## src/usx_pkg.sv

```systemverilog
// Constants and types for the clocked serial port with register access.
// Assumes a single core clock domain; pin levels are synchronised in the top.
package usx_pkg;

  // Register index width; byte address is four times the index
  localparam int IDX_W = 10;

  // Register indices
  localparam logic [9:0] IDX_INT_FLAGS = 10'h00c;
  localparam logic [9:0] IDX_RX_STATUS = 10'h018;
  localparam logic [9:0] IDX_TX_DATA = 10'h019;
  localparam logic [9:0] IDX_RX_DATA = 10'h01a;
  localparam logic [9:0] IDX_INT_ENABLES = 10'h08c;
  localparam logic [9:0] IDX_TX_STATUS = 10'h098;
  localparam logic [9:0] IDX_BAUD = 10'h099;

  // Receive status and control fields
  localparam int RC_PORT_EN = 7;
  localparam int RC_NINE_EN = 6;
  localparam int RC_SINGLE = 5;
  localparam int RC_CONT = 4;
  localparam int RC_OVERRUN = 1;
  localparam int RC_NINTH = 0;

  // Transmit status and control fields
  localparam int TX_CLK_SRC = 7;
  localparam int TX_NINE_EN = 6;
  localparam int TX_ENABLE = 5;
  localparam int TX_CLOCKED = 4;
  localparam int TX_SHIFT_EMPTY = 1;
  localparam int TX_NINTH = 0;

  // Interrupt flag and enable fields
  localparam int IF_RECEIVE = 5;
  localparam int IF_TRANSMIT = 4;

  // Reset values
  localparam logic [7:0] RST_INT_FLAGS = 8'h00;
  localparam logic [7:0] RST_RX_STATUS = 8'h00;
  localparam logic [7:0] RST_RX_DATA = 8'h00;
  localparam logic [7:0] RST_INT_ENABLES = 8'h00;
  localparam logic [7:0] RST_TX_STATUS = 8'h02;
  localparam logic [7:0] RST_BAUD = 8'h00;

  // Word lengths in bits
  localparam logic [3:0] BITS_EIGHT = 4'h8;
  localparam logic [3:0] BITS_NINE = 4'h9;

  // Bus responses
  localparam logic [1:0] RESP_OKAY = 2'h0;
  localparam logic [1:0] RESP_SLVERR = 2'h2;

  // Transmit shifter states
  typedef enum logic [0:0] {TX_IDLE, TX_SHIFT} usx_tx_e;

endpackage

```

## src/usx_sync_port.sv

```systemverilog
// Clocked half-duplex serial port: receiver with two-word buffer, transmitter,
// internal or external shift clock, and an AXI4-Lite register slave.
// Assumes pins are resolved outside from the out/oe pairs; pins are async.
//
// Contract
// - Either receive enable starts clocked reception
// - Sample data pin on shift clock falling
// - Single enable: one word, then stop
// - Continuous enable: receive until cleared
// - Both enables set behaves as continuous
// - Finished word enters buffer, sets flag
// - Receive request gated by enable; flag not
// - Receive flag read-only, clears when empty
// - Receive buffer is two-entry in-order FIFO
// - Third word into full buffer sets overrun
// - Clearing continuous enable clears overrun
// - Overrun blocks every transfer into buffer
// - Ninth bit buffered, follows read order
// - Nine-bit reception when nine enable set
// - Configure first, then set receive enable
// - Clock source clear selects external clock
// - Slave shifting continues while core sleeps
// - Two writes: first sent, second held
// - Second word loads, then transmit flag sets
// - Transmit request wakes core when enabled
// - Clocked mode and port enable claim pins
// - Master mode drives the shift clock
//
// Chosen here: register access over AXI4-Lite.
`timescale 1ns/1ns
module usx_sync_port #(
  parameter int ADDR_W = 12
) (
  input wire logic aclk,
  input wire logic aresetn,
  input wire logic [ADDR_W-1:0] s_axi_awaddr,
  input wire logic s_axi_awvalid,
  output logic s_axi_awready,
  input wire logic [31:0] s_axi_wdata,
  input wire logic [3:0] s_axi_wstrb,
  input wire logic s_axi_wvalid,
  output logic s_axi_wready,
  output logic [1:0] s_axi_bresp,
  output logic s_axi_bvalid,
  input wire logic s_axi_bready,
  input wire logic [ADDR_W-1:0] s_axi_araddr,
  input wire logic s_axi_arvalid,
  output logic s_axi_arready,
  output logic [31:0] s_axi_rdata,
  output logic [1:0] s_axi_rresp,
  output logic s_axi_rvalid,
  input wire logic s_axi_rready,
  input wire logic shift_clock_pin_in,
  output logic shift_clock_pin_out,
  output logic shift_clock_pin_oe,
  input wire logic serial_data_pin_in,
  output logic serial_data_pin_out,
  output logic serial_data_pin_oe,
  output logic rx_irq,
  output logic tx_irq,
  output logic wake_request
);

  // All state of the port
  typedef struct packed {
    logic awready;                // Bus handshake flops
    logic wready;
    logic arready;
    logic aw_held;
    logic w_held;
    logic [9:0] aw_idx;
    logic [7:0] w_data;
    logic w_lane0;
    logic bvalid;
    logic [1:0] bresp;
    logic rvalid;
    logic [1:0] rresp;
    logic [31:0] rdata;
    logic port_enable;            // Control bits
    logic rx_nine_bit_enable;
    logic single_receive_enable;
    logic continuous_receive_enable;
    logic overrun_error;
    logic clock_source_select;
    logic tx_nine_bit_enable;
    logic transmit_enable;
    logic clocked_mode_select;
    logic tx_ninth_bit;
    logic receive_irq_enable;
    logic transmit_irq_enable;
    logic [7:0] baud_divisor;
    logic ck_s1;                  // Pin synchronisers
    logic ck_s2;
    logic ck_s3;
    logic dt_s1;
    logic dt_s2;
    logic [7:0] brg_count;        // Master clock divider
    logic ck_int;
    logic [8:0] rx_shift;         // Receive path
    logic [3:0] rx_bits;
    logic [1:0][8:0] rx_fifo;
    logic rx_head;
    logic [1:0] rx_count;
    logic [7:0] tx_buffer;        // Transmit path
    logic tx_full;
    logic [8:0] tx_shift;
    logic [3:0] tx_bits;
    usx_pkg::usx_tx_e tx_state;
    logic ck_out;                 // Registered pin drives
    logic ck_oe;
    logic dt_out;
    logic dt_oe;
    logic rx_irq;                 // Registered requests
    logic tx_irq;
    logic wake;
  } usx_state_s;

  usx_state_s q;
  usx_state_s next_q;

  // Register index from a byte address
  function automatic logic [9:0] reg_index(input logic [ADDR_W-1:0] addr);
    reg_index = addr[11:2];
  endfunction

  // Whether an index names a register
  function automatic logic is_mapped(input logic [9:0] idx);
    is_mapped = (idx == usx_pkg::IDX_INT_FLAGS) || (idx == usx_pkg::IDX_RX_STATUS)
      || (idx == usx_pkg::IDX_TX_DATA) || (idx == usx_pkg::IDX_RX_DATA)
      || (idx == usx_pkg::IDX_INT_ENABLES) || (idx == usx_pkg::IDX_TX_STATUS)
      || (idx == usx_pkg::IDX_BAUD);
  endfunction

  // Decoded conditions, shared with the checks below
  logic clocked_on;
  logic rx_active;
  logic rise_ev;
  logic fall_ev;
  logic word_done;
  logic tx_load;
  logic wr_fire;
  logic rd_fire;
  logic [9:0] rd_idx;
  logic [8:0] rx_word;
  logic [3:0] rx_len;
  logic [3:0] tx_len;
  logic [8:0] head_word;
  logic [7:0] rd_val;
  logic [1:0] cnt_after_pop;

  // Next-state logic
  always_comb
  begin
    next_q = q;
    clocked_on = q.port_enable && q.clocked_mode_select;
    rx_active = clocked_on && (q.single_receive_enable || q.continuous_receive_enable);
    rx_len = q.rx_nine_bit_enable ? usx_pkg::BITS_NINE : usx_pkg::BITS_EIGHT;
    tx_len = q.tx_nine_bit_enable ? usx_pkg::BITS_NINE : usx_pkg::BITS_EIGHT;
    head_word = q.rx_fifo[q.rx_head];
    rise_ev = 1'b0;
    fall_ev = 1'b0;
    word_done = 1'b0;
    tx_load = 1'b0;
    rx_word = '0;
    rd_idx = reg_index(s_axi_araddr);
    rd_fire = s_axi_arvalid && q.arready;
    wr_fire = q.aw_held && q.w_held && !q.bvalid;
    rd_val = 8'h00;
    cnt_after_pop = q.rx_count;

    // Pin synchronisers; the second stage feeds logic, and the clock's third stage feeds edge detection
    next_q.ck_s1 = shift_clock_pin_in;
    next_q.ck_s2 = q.ck_s1;
    next_q.ck_s3 = q.ck_s2;
    next_q.dt_s1 = serial_data_pin_in;
    next_q.dt_s2 = q.dt_s1;

    // Master divider: half period is divisor plus one cycles
    // Clock starts only with an enable
    if (clocked_on && q.clock_source_select
        && (q.transmit_enable || q.single_receive_enable || q.continuous_receive_enable))
    begin
      if (q.brg_count == q.baud_divisor)
      begin
        next_q.brg_count = 8'h00;
        next_q.ck_int = !q.ck_int;
        rise_ev = !q.ck_int;
        fall_ev = q.ck_int;
      end
      else
      begin
        next_q.brg_count = q.brg_count + 8'h01;
      end
    end
    else
    begin
      // Divider held in reset while idle
      next_q.brg_count = 8'h00;
      next_q.ck_int = 1'b0;
    end

    // External clock edges in slave mode
    if (!q.clock_source_select)
    begin
      // Slave edges need no core activity
      rise_ev = q.ck_s2 && !q.ck_s3;
      fall_ev = !q.ck_s2 && q.ck_s3;
    end

    // Bus: capture write address and data independently
    if (s_axi_awvalid && q.awready)
    begin
      next_q.aw_held = 1'b1;
      next_q.aw_idx = reg_index(s_axi_awaddr);
    end
    if (s_axi_wvalid && q.wready)
    begin
      next_q.w_held = 1'b1;
      next_q.w_data = s_axi_wdata[7:0];
      next_q.w_lane0 = s_axi_wstrb[0];
    end
    if (s_axi_bvalid && s_axi_bready)
    begin
      next_q.bvalid = 1'b0;
    end
    if (s_axi_rvalid && s_axi_rready)
    begin
      next_q.rvalid = 1'b0;
    end

    // Transmit shifter runs first so a same-cycle write is not lost
    if (!(clocked_on && q.transmit_enable))
    begin
      // Clearing the enable resets the transmitter
      next_q.tx_state = usx_pkg::TX_IDLE;
      next_q.tx_bits = 4'h0;
    end
    else
    begin
      case (q.tx_state)
        usx_pkg::TX_IDLE:
        begin
          // Waiting word moves to shifter at once
          if (q.tx_full)
          begin
            tx_load = 1'b1;
            next_q.tx_full = 1'b0;
            next_q.tx_shift = {q.tx_ninth_bit, q.tx_buffer};
            next_q.tx_bits = 4'h0;
            next_q.tx_state = usx_pkg::TX_SHIFT;
          end
        end
        usx_pkg::TX_SHIFT:
        begin
          // Paused, not reset, while a receive enable is set
          if (rise_ev && !(q.single_receive_enable || q.continuous_receive_enable))
          begin
            if (q.tx_bits < tx_len)
            begin
              next_q.dt_out = q.tx_shift[0];
              next_q.tx_shift = {1'b0, q.tx_shift[8:1]};
              next_q.tx_bits = q.tx_bits + 4'h1;
            end
            else
            begin
              next_q.tx_state = usx_pkg::TX_IDLE;
            end
          end
        end
        default:
        begin
          next_q.tx_state = usx_pkg::TX_IDLE;
        end
      endcase
    end

    // Register read with its side effects
    if (rd_fire)
    begin
      case (rd_idx)
        usx_pkg::IDX_INT_FLAGS:
        begin
          rd_val = 8'h00;
          rd_val[usx_pkg::IF_RECEIVE] = (q.rx_count != 2'h0);
          rd_val[usx_pkg::IF_TRANSMIT] = !q.tx_full;
        end
        usx_pkg::IDX_RX_STATUS:
        begin
          // Ninth bit of the oldest word, read before data
          rd_val = {q.port_enable, q.rx_nine_bit_enable, q.single_receive_enable,
            q.continuous_receive_enable, 2'b00, q.overrun_error, head_word[8]};
        end
        usx_pkg::IDX_RX_DATA:
        begin
          rd_val = head_word[7:0];
          // Pop exposes next word and its ninth bit
          if (q.rx_count != 2'h0)
          begin
            next_q.rx_head = !q.rx_head;
            cnt_after_pop = q.rx_count - 2'h1;
          end
        end
        usx_pkg::IDX_INT_ENABLES:
        begin
          rd_val = 8'h00;
          rd_val[usx_pkg::IF_RECEIVE] = q.receive_irq_enable;
          rd_val[usx_pkg::IF_TRANSMIT] = q.transmit_irq_enable;
        end
        usx_pkg::IDX_TX_STATUS:
        begin
          rd_val = {q.clock_source_select, q.tx_nine_bit_enable, q.transmit_enable,
            q.clocked_mode_select, 2'b00, q.tx_state == usx_pkg::TX_IDLE, q.tx_ninth_bit};
        end
        usx_pkg::IDX_BAUD:
        begin
          rd_val = q.baud_divisor;
        end
        default:
        begin
          rd_val = 8'h00;
        end
      endcase
      next_q.rvalid = 1'b1;
      next_q.rdata = {24'h00_0000, rd_val};
      next_q.rresp = is_mapped(rd_idx) ? usx_pkg::RESP_OKAY : usx_pkg::RESP_SLVERR;
    end

    // Register write; hardware events below win over it
    if (wr_fire)
    begin
      next_q.aw_held = 1'b0;
      next_q.w_held = 1'b0;
      next_q.bvalid = 1'b1;
      next_q.bresp = is_mapped(q.aw_idx) ? usx_pkg::RESP_OKAY : usx_pkg::RESP_SLVERR;
      if (q.w_lane0)
      begin
        case (q.aw_idx)
          usx_pkg::IDX_RX_STATUS:
          begin
            next_q.port_enable = q.w_data[usx_pkg::RC_PORT_EN];
            next_q.rx_nine_bit_enable = q.w_data[usx_pkg::RC_NINE_EN];
            next_q.single_receive_enable = q.w_data[usx_pkg::RC_SINGLE];
            next_q.continuous_receive_enable = q.w_data[usx_pkg::RC_CONT];
            // Only clearing the continuous enable clears overrun
            if (!q.w_data[usx_pkg::RC_CONT])
            begin
              next_q.overrun_error = 1'b0;
            end
          end
          usx_pkg::IDX_TX_DATA:
          begin
            // Second word stays held while shifter busy
            next_q.tx_buffer = q.w_data;
            next_q.tx_full = 1'b1;
          end
          usx_pkg::IDX_INT_ENABLES:
          begin
            next_q.receive_irq_enable = q.w_data[usx_pkg::IF_RECEIVE];
            next_q.transmit_irq_enable = q.w_data[usx_pkg::IF_TRANSMIT];
          end
          usx_pkg::IDX_TX_STATUS:
          begin
            next_q.clock_source_select = q.w_data[usx_pkg::TX_CLK_SRC];
            next_q.tx_nine_bit_enable = q.w_data[usx_pkg::TX_NINE_EN];
            next_q.transmit_enable = q.w_data[usx_pkg::TX_ENABLE];
            next_q.clocked_mode_select = q.w_data[usx_pkg::TX_CLOCKED];
            next_q.tx_ninth_bit = q.w_data[usx_pkg::TX_NINTH];
          end
          usx_pkg::IDX_BAUD:
          begin
            next_q.baud_divisor = q.w_data;
          end
          default:
          begin
            // Flags and receive data ignore writes
            next_q.tx_buffer = next_q.tx_buffer;
          end
        endcase
      end
    end

    // Bit counter held clear while reception is off
    if (!rx_active)
    begin
      next_q.rx_bits = 4'h0;
    end
    // Sample on the falling shift clock edge
    else if (fall_ev)
    begin
      next_q.rx_shift = {q.dt_s2, q.rx_shift[8:1]};
      next_q.rx_bits = q.rx_bits + 4'h1;
      // Word length follows the nine-bit enable
      if ((q.rx_bits + 4'h1) == rx_len)
      begin
        word_done = 1'b1;
        next_q.rx_bits = 4'h0;
        rx_word = q.rx_nine_bit_enable ? {q.dt_s2, q.rx_shift[8:1]}
          : {1'b0, q.dt_s2, q.rx_shift[8:2]};
        if (q.overrun_error)
        begin
          next_q.rx_count = cnt_after_pop;
        end
        else if (cnt_after_pop != 2'h2)
        begin
          next_q.rx_fifo[next_q.rx_head ^ cnt_after_pop[0]] = rx_word;
          cnt_after_pop = cnt_after_pop + 2'h1;
        end
        // Full buffer: set overrun, drop the word
        else
        begin
          next_q.overrun_error = 1'b1;
        end
        // Single mode ends unless continuous is set
        if (!q.continuous_receive_enable)
        begin
          next_q.single_receive_enable = 1'b0;
        end
      end
    end
    // Flag is the buffer count, cleared by reads only
    next_q.rx_count = cnt_after_pop;

    next_q.ck_oe = next_q.port_enable && next_q.clocked_mode_select
      && next_q.clock_source_select;
    next_q.ck_out = next_q.ck_int;
    next_q.dt_oe = next_q.port_enable && next_q.clocked_mode_select
      && next_q.transmit_enable
      && !(next_q.single_receive_enable || next_q.continuous_receive_enable);

    // Requests gated by enables; flags are not
    next_q.rx_irq = (next_q.rx_count != 2'h0) && next_q.receive_irq_enable;
    // Transmit request also wakes the core
    next_q.tx_irq = !next_q.tx_full && next_q.transmit_irq_enable;
    next_q.wake = next_q.rx_irq || next_q.tx_irq;

    // Bus ready flags follow pending state
    next_q.awready = !next_q.aw_held && !next_q.bvalid;
    next_q.wready = !next_q.w_held && !next_q.bvalid;
    next_q.arready = !next_q.rvalid;

    // Synchronous reset
    if (!aresetn)
    begin
      next_q = '0;
      next_q.baud_divisor = usx_pkg::RST_BAUD;
      next_q.tx_ninth_bit = usx_pkg::RST_TX_STATUS[usx_pkg::TX_NINTH];
      next_q.receive_irq_enable = usx_pkg::RST_INT_ENABLES[usx_pkg::IF_RECEIVE];
      next_q.port_enable = usx_pkg::RST_RX_STATUS[usx_pkg::RC_PORT_EN];
      next_q.tx_state = usx_pkg::TX_IDLE;
    end
  end

  // State register
  always_ff @(posedge aclk)
  begin
    q <= next_q;
  end

  // Outputs straight from flops
  assign s_axi_awready = q.awready;
  assign s_axi_wready = q.wready;
  assign s_axi_bvalid = q.bvalid;
  assign s_axi_bresp = q.bresp;
  assign s_axi_arready = q.arready;
  assign s_axi_rvalid = q.rvalid;
  assign s_axi_rresp = q.rresp;
  assign s_axi_rdata = q.rdata;
  assign shift_clock_pin_out = q.ck_out;
  assign shift_clock_pin_oe = q.ck_oe;
  assign serial_data_pin_out = q.dt_out;
  assign serial_data_pin_oe = q.dt_oe;
  assign rx_irq = q.rx_irq;
  assign tx_irq = q.tx_irq;
  assign wake_request = q.wake;
endmodule

```

## config.mk

```make
export PLATFORM = sky130hd
export DESIGN_NAME = usx_sync_port
export DESIGN_NICKNAME = d
export VERILOG_FILES = /design/src/usx_pkg.sv /design/src/usx_sync_port.sv
export SDC_FILE = /design/constraint.sdc
export NUM_CORES = 1
export LEC_CHECK = 0
export ABC_CLOCK_PERIOD_IN_PS = 4210
export BUFFER_PORTS_ARGS = -buffer_cell sky130_fd_sc_hd__buf_2
export CAP_MARGIN = 20
export CORE_MARGIN = 4
export CORE_UTILIZATION = 50
export DETAILED_ROUTE_END_ITERATION = 8
export MAX_ROUTING_LAYER = met4
export PLACE_DENSITY = 0.73
export SYNTH_ARGS = -nofsm -noshare
export SYNTH_HDL_FRONTEND = slang
export SYNTH_SLANG_ARGS = --single-unit
```

## constraint.sdc

```tcl
create_clock -name aclk -period 4.21 [get_ports aclk]
set_clock_uncertainty 0.1 [all_clocks]
set_input_delay 0.842 -clock aclk [delete_from_list [all_inputs] [get_ports aclk]]
set_output_delay 0.842 -clock aclk [all_outputs]
set_load 0.01 [all_outputs]
```

* Yosys cells after proc, flatten, opt, wreduce, memory -nomap -nowiden
Index checks and enable logic that the tools add are counted.
Cells by class: reduce and logical (&&, ||, !) cells 69, equality and inequality tests 20, add/subtract/negate cells 5, $lt $le $gt $ge 4, bitwise logic cells 5, mux-type cells 65
Operator list (number):
- 10-bit by 5-bit == test with 1-bit output (second input constant) | 6
- 10-bit by 8-bit == test with 1-bit output (second input constant) | 6
- 8-bit one-hot mux with 6 select lines | 1
- 20-bit 2-to-1 mux | 2
- 18-bit 2-to-1 mux | 2
- 9-bit 2-to-1 mux | 4
- 35-bit 2-to-1 mux | 1
- 1-bit 2-to-1 mux | 31
- 14-bit 2-to-1 mux | 2
- 14-bit one-hot mux with 2 select lines | 1
- 1-bit logical AND | 24
- 2-bit 2-to-1 mux | 12
- 22-bit 2-to-1 mux | 1
- 10-bit by 4-bit == test with 1-bit output (second input constant) | 2
- 18-bit bitwise mux | 1
- 1-bit logical OR | 17
- 3-bit AND reduction | 5
- 1-bit logical NOT | 13
- 13-bit 2-to-1 mux | 1
- 10-bit 2-to-1 mux | 1
- 5-bit 2-to-1 mux | 2
- 9-bit demux with 1-bit select | 1
- 4-bit by 1-bit adder with 4-bit output (second input constant) | 2
- 8-bit by 1-bit adder with 8-bit output (second input constant) | 1
- 18 further kinds | 29
Word-level totals: bits in registers 135, word-level logic and storage cells 218, bits of input ports 69, output and inout bits 48

* Longest topological paths before layout
depth in word-level cells 15, depth in mapped cells 11, depth with buffers taken out 10

* Least setup slack after synthesis
Ideal clock, no wire load.
kind input to register, start point input port s_axi_araddr[7], end point register with a tool-made name, buffers on the path 2, cell stages on the path 11, path slack 0.854 ns, required time 4.040 ns, arrival 3.186 ns, setup time 0.070 ns, cell sequence or4b_4 > nor4_4 > and2_1 > buf_4 > a41oi_1 > ha_1 > nor3_1 > nand4_1 > buf_6 > or2_0 > a21boi_1
RTL lines:
- start: declaration | line usx_sync_port.sv:46 | input wire logic [ADDR_W-1:0] s_axi_araddr,

==> reports/results.ini <==
[synthesis]
yosysTopAreaCell=dfxtp_1
yosys-top-cells-area=dfxtp_1 (42%), mux2i_1 (9.0%), nor2b_1 (5.7%)
async_flop_share=0
synth.cell_area_sq_mm=0.00623
synth_ff_type=dfxtp_1
netlist.area_leader.share=0.424
syn_inst=652
ys_ff_latch=132
yosysWarningCount=0
post_synth.cell_area_avg_sq_um=9.55
ys_types=63
synth_edf_count=0
ys_seq_area_frac=0.424

[final_layout]
multiInputGateArea_sq_mm=0.00324
drive_above_1_share=0.183
fillCellCount=1067
fin_nets=767
diodes=0
regArea_sq_mm=0.00264
area_growth_pct=14.0

[global_routing]
grt_pass1_wl_mm=22.4
first_global_vias=4646
track_usage=0.199
antenna_found_initial=0
grt_max_degree=57
gr-total-overflow=0

[power]
leakage_nw=3.20
pwr_density_cell_mw_per_mm2=421
report.power.total_w=0.00299
vdd_drop_max_mv=0.234

[run_status]
status=complete, no violations

[worst_setup_path]
slowest_stage=or4b_4
critical_path_class=in2reg
worst-path-buf-inv=3
crit_family=simple AND/OR/NAND/NOR gates
critical_path.max_fanout=6
crit_path_start_kind=input port
slowest_delay_ns=0.58
required_ns=4.41
path_cells=buf_2 > or4b_4 > nor4_4 > nand2_1 > o31ai_2 > inv_1 > ha_1 > nor3_1 > nand4_1 > buf_4 > mux2i_1 > nor2b_1
worstSetupEndpointType=register
arrival_ns=3.57

[drt]
ant_nets=0
route.detailed.drc=0
wl_mm=13.4
drtIter0Drc=358
first_pass_iters=4
viasPerCell=5.39
route.vias.total=4714
wire_per_inst_um=15.3

[clock_network]
cts_made_buffers=17
clk_pin_slew_ns=0.05
cts_tree=built
cts_hold_buf=0
cts-resized-gates=0
clock-sinks=132
worstSkewPairLatency_ns=0.41
post_cts_buffers=0
htreeDepth=4
clock-root-buffer=clkbuf_16
cts.path.max_buffers=2

[timing]
fin_crit_ns=3.37
timing.setup.tns_ns=0
period_share=0.801
finalSetupViolCount=0
tightest_slew_ns=0.979
maxSlewHeadroom=0.346
slew_violations=0
holdWs_ns=0.331
grt_setup_unrepaired=no
fmax_ghz=0.297
final_hold_viol_count=0

[min_path]
min_path_type=reg2reg

[floorplanning]
rows=40
fp.dieW_um=120
ios=117
die_area_sq_mm=0.0143
fp.coreArea_sq_mm=0.0121
die_y_um=120
start_util=0.514

[placement]
io_buffers=59
gp_congestion=0.876
hpwl_mm=9.65

[run]
maxCapViolations=0

-- metal layers --
metal	global-route usage	routed length, um	vias to the layer above
met5	-	0	-
met4	0.0752	255	0
met3	0.0476	819	22
met2	0.325	6530	142
met1	0.239	5770	2243
li1	-	-	2307
-- per-stage QoR --
step | instance area (sq um) | worst slack (ns) | cells | utilization
6_report | 7100 | 0.839 | 874 | 0.586
5_1_grt | 7100 | 0.615 | 874 | 0.586
4_1_cts | 7100 | 0.812 | 874 | 0.586
3_5_place_dp | 6450 | 0.398 | 842 | 0.533
3_3_place_gp | 6450 | 0.466 | 842 | 0.533
2_1_floorplan | 6320 | 0.854 | 677 | -
-- path summary, 6_finish.rpt --
path / startpoint / end / slack, ns / depth (start not counted)
worst max register to register: q[78]$_SDFFE_PN0P_ / q[62]$_SDFFE_PN0P_ / 1.25 / 6
worst min register to register: q[74]$_SDFF_PN0_ / q[73]$_SDFF_PN0_ / 0.33 / 1
worst max-delay path: s_axi_araddr[7] / register / 0.84 / 12
worst min-delay path: q[74]$_SDFF_PN0_ / q[73]$_SDFF_PN0_ / 0.33 / 1
-- placed cells by master (no fill, tap or decap), types with 5 or more instances in the layout --
| cell | netlist | routed |
|---|---|---|
| nor3_1 | 8 | 8 |
| nand2_1 | 67 | 67 |
| clkbuf_16 | 0 | 17 |
| a221o_1 | 8 | 8 |
| dfxtp_1 | 132 | 132 |
| and3_1 | 7 | 7 |
| buf_2 | 4 | 59 |
| nor3b_1 | 6 | 6 |
| inv_1 | 7 | 7 |
| xnor2_1 | 5 | 5 |
| nand3_1 | 12 | 12 |
| nor2b_1 | 57 | 57 |
| mux2_2 | 18 | 18 |
| o21ai_0 | 12 | 12 |
| conb_1 | 1 | 26 |
| and2_1 | 15 | 15 |
| a21boi_0 | 24 | 24 |
| nor2_1 | 33 | 33 |
| mux2i_1 | 56 | 56 |
| a21oi_1 | 12 | 12 |
| a222oi_1 | 5 | 5 |
| ha_1 | 5 | 5 |
| nand4_1 | 7 | 7 |
| xor2_1 | 16 | 16 |
| buf_4 | 40 | 6 |
| o211a_1 | 11 | 11 |
| nand2b_1 | 5 | 5 |
-- kinds of logic after synthesis --
group                      Yosys count  synth area share
muxes                               74             0.123
xor gates and xnor gates            21            0.0295
and+or+nand+nor                    244             0.218
buffers and inverters               75            0.0713
adders and majority gates            5            0.0100
AOI/OAI and AO/OA                  100             0.124
DFF                                132             0.424
other                                1          0.000602
-- synthesized netlist by cell type (all sizes together) (2+ instances only) --
| cell | count |
|---|---|
| xnor2 | 5 |
| o211a | 11 |
| nand4 | 7 |
| or2 | 5 |
| and2 | 15 |
| clkbuf | 22 |
| a21oi | 12 |
| o21a | 3 |
| mux2i | 56 |
| a31oi | 2 |
| nand3b | 4 |
| nand2b | 5 |
| a221o | 8 |
| mux2 | 18 |
| and4b | 3 |
| nor3b | 6 |
| buf | 46 |
| o21ai | 13 |
| a222oi | 5 |
| a221oi | 3 |
| nand4b | 2 |
| nor4b | 2 |
| a211oi | 4 |
| nor3 | 9 |
| nor4 | 5 |
| a21o | 2 |
| inv | 7 |
| and3 | 7 |
| nor2b | 57 |
| ha | 5 |
| dfxtp | 132 |
| a21boi | 26 |
| nor2 | 33 |
| nand3 | 12 |
| nand2 | 67 |
| xor2 | 16 |
-- where the power goes --
group,internal [W],total (W),switching [W]
clock network,0.00104,0.00158,0.000538
registers,0.00127,0.00129,0.0000173
logic,0.0000507,0.000124,0.0000729
-- final cells by class --
type | count | share of cell area
well taps | 168 | 0.0296
inverters | 7 | 0.00370
clock inverters | 12 | 0.0250
multi-input cells | 470 | 0.456
clock buffers | 20 | 0.0657
repair buffers | 65 | 0.0479
flip-flops and latches | 132 | 0.372
No activity file was read; power rests on OpenSTA's default activity.
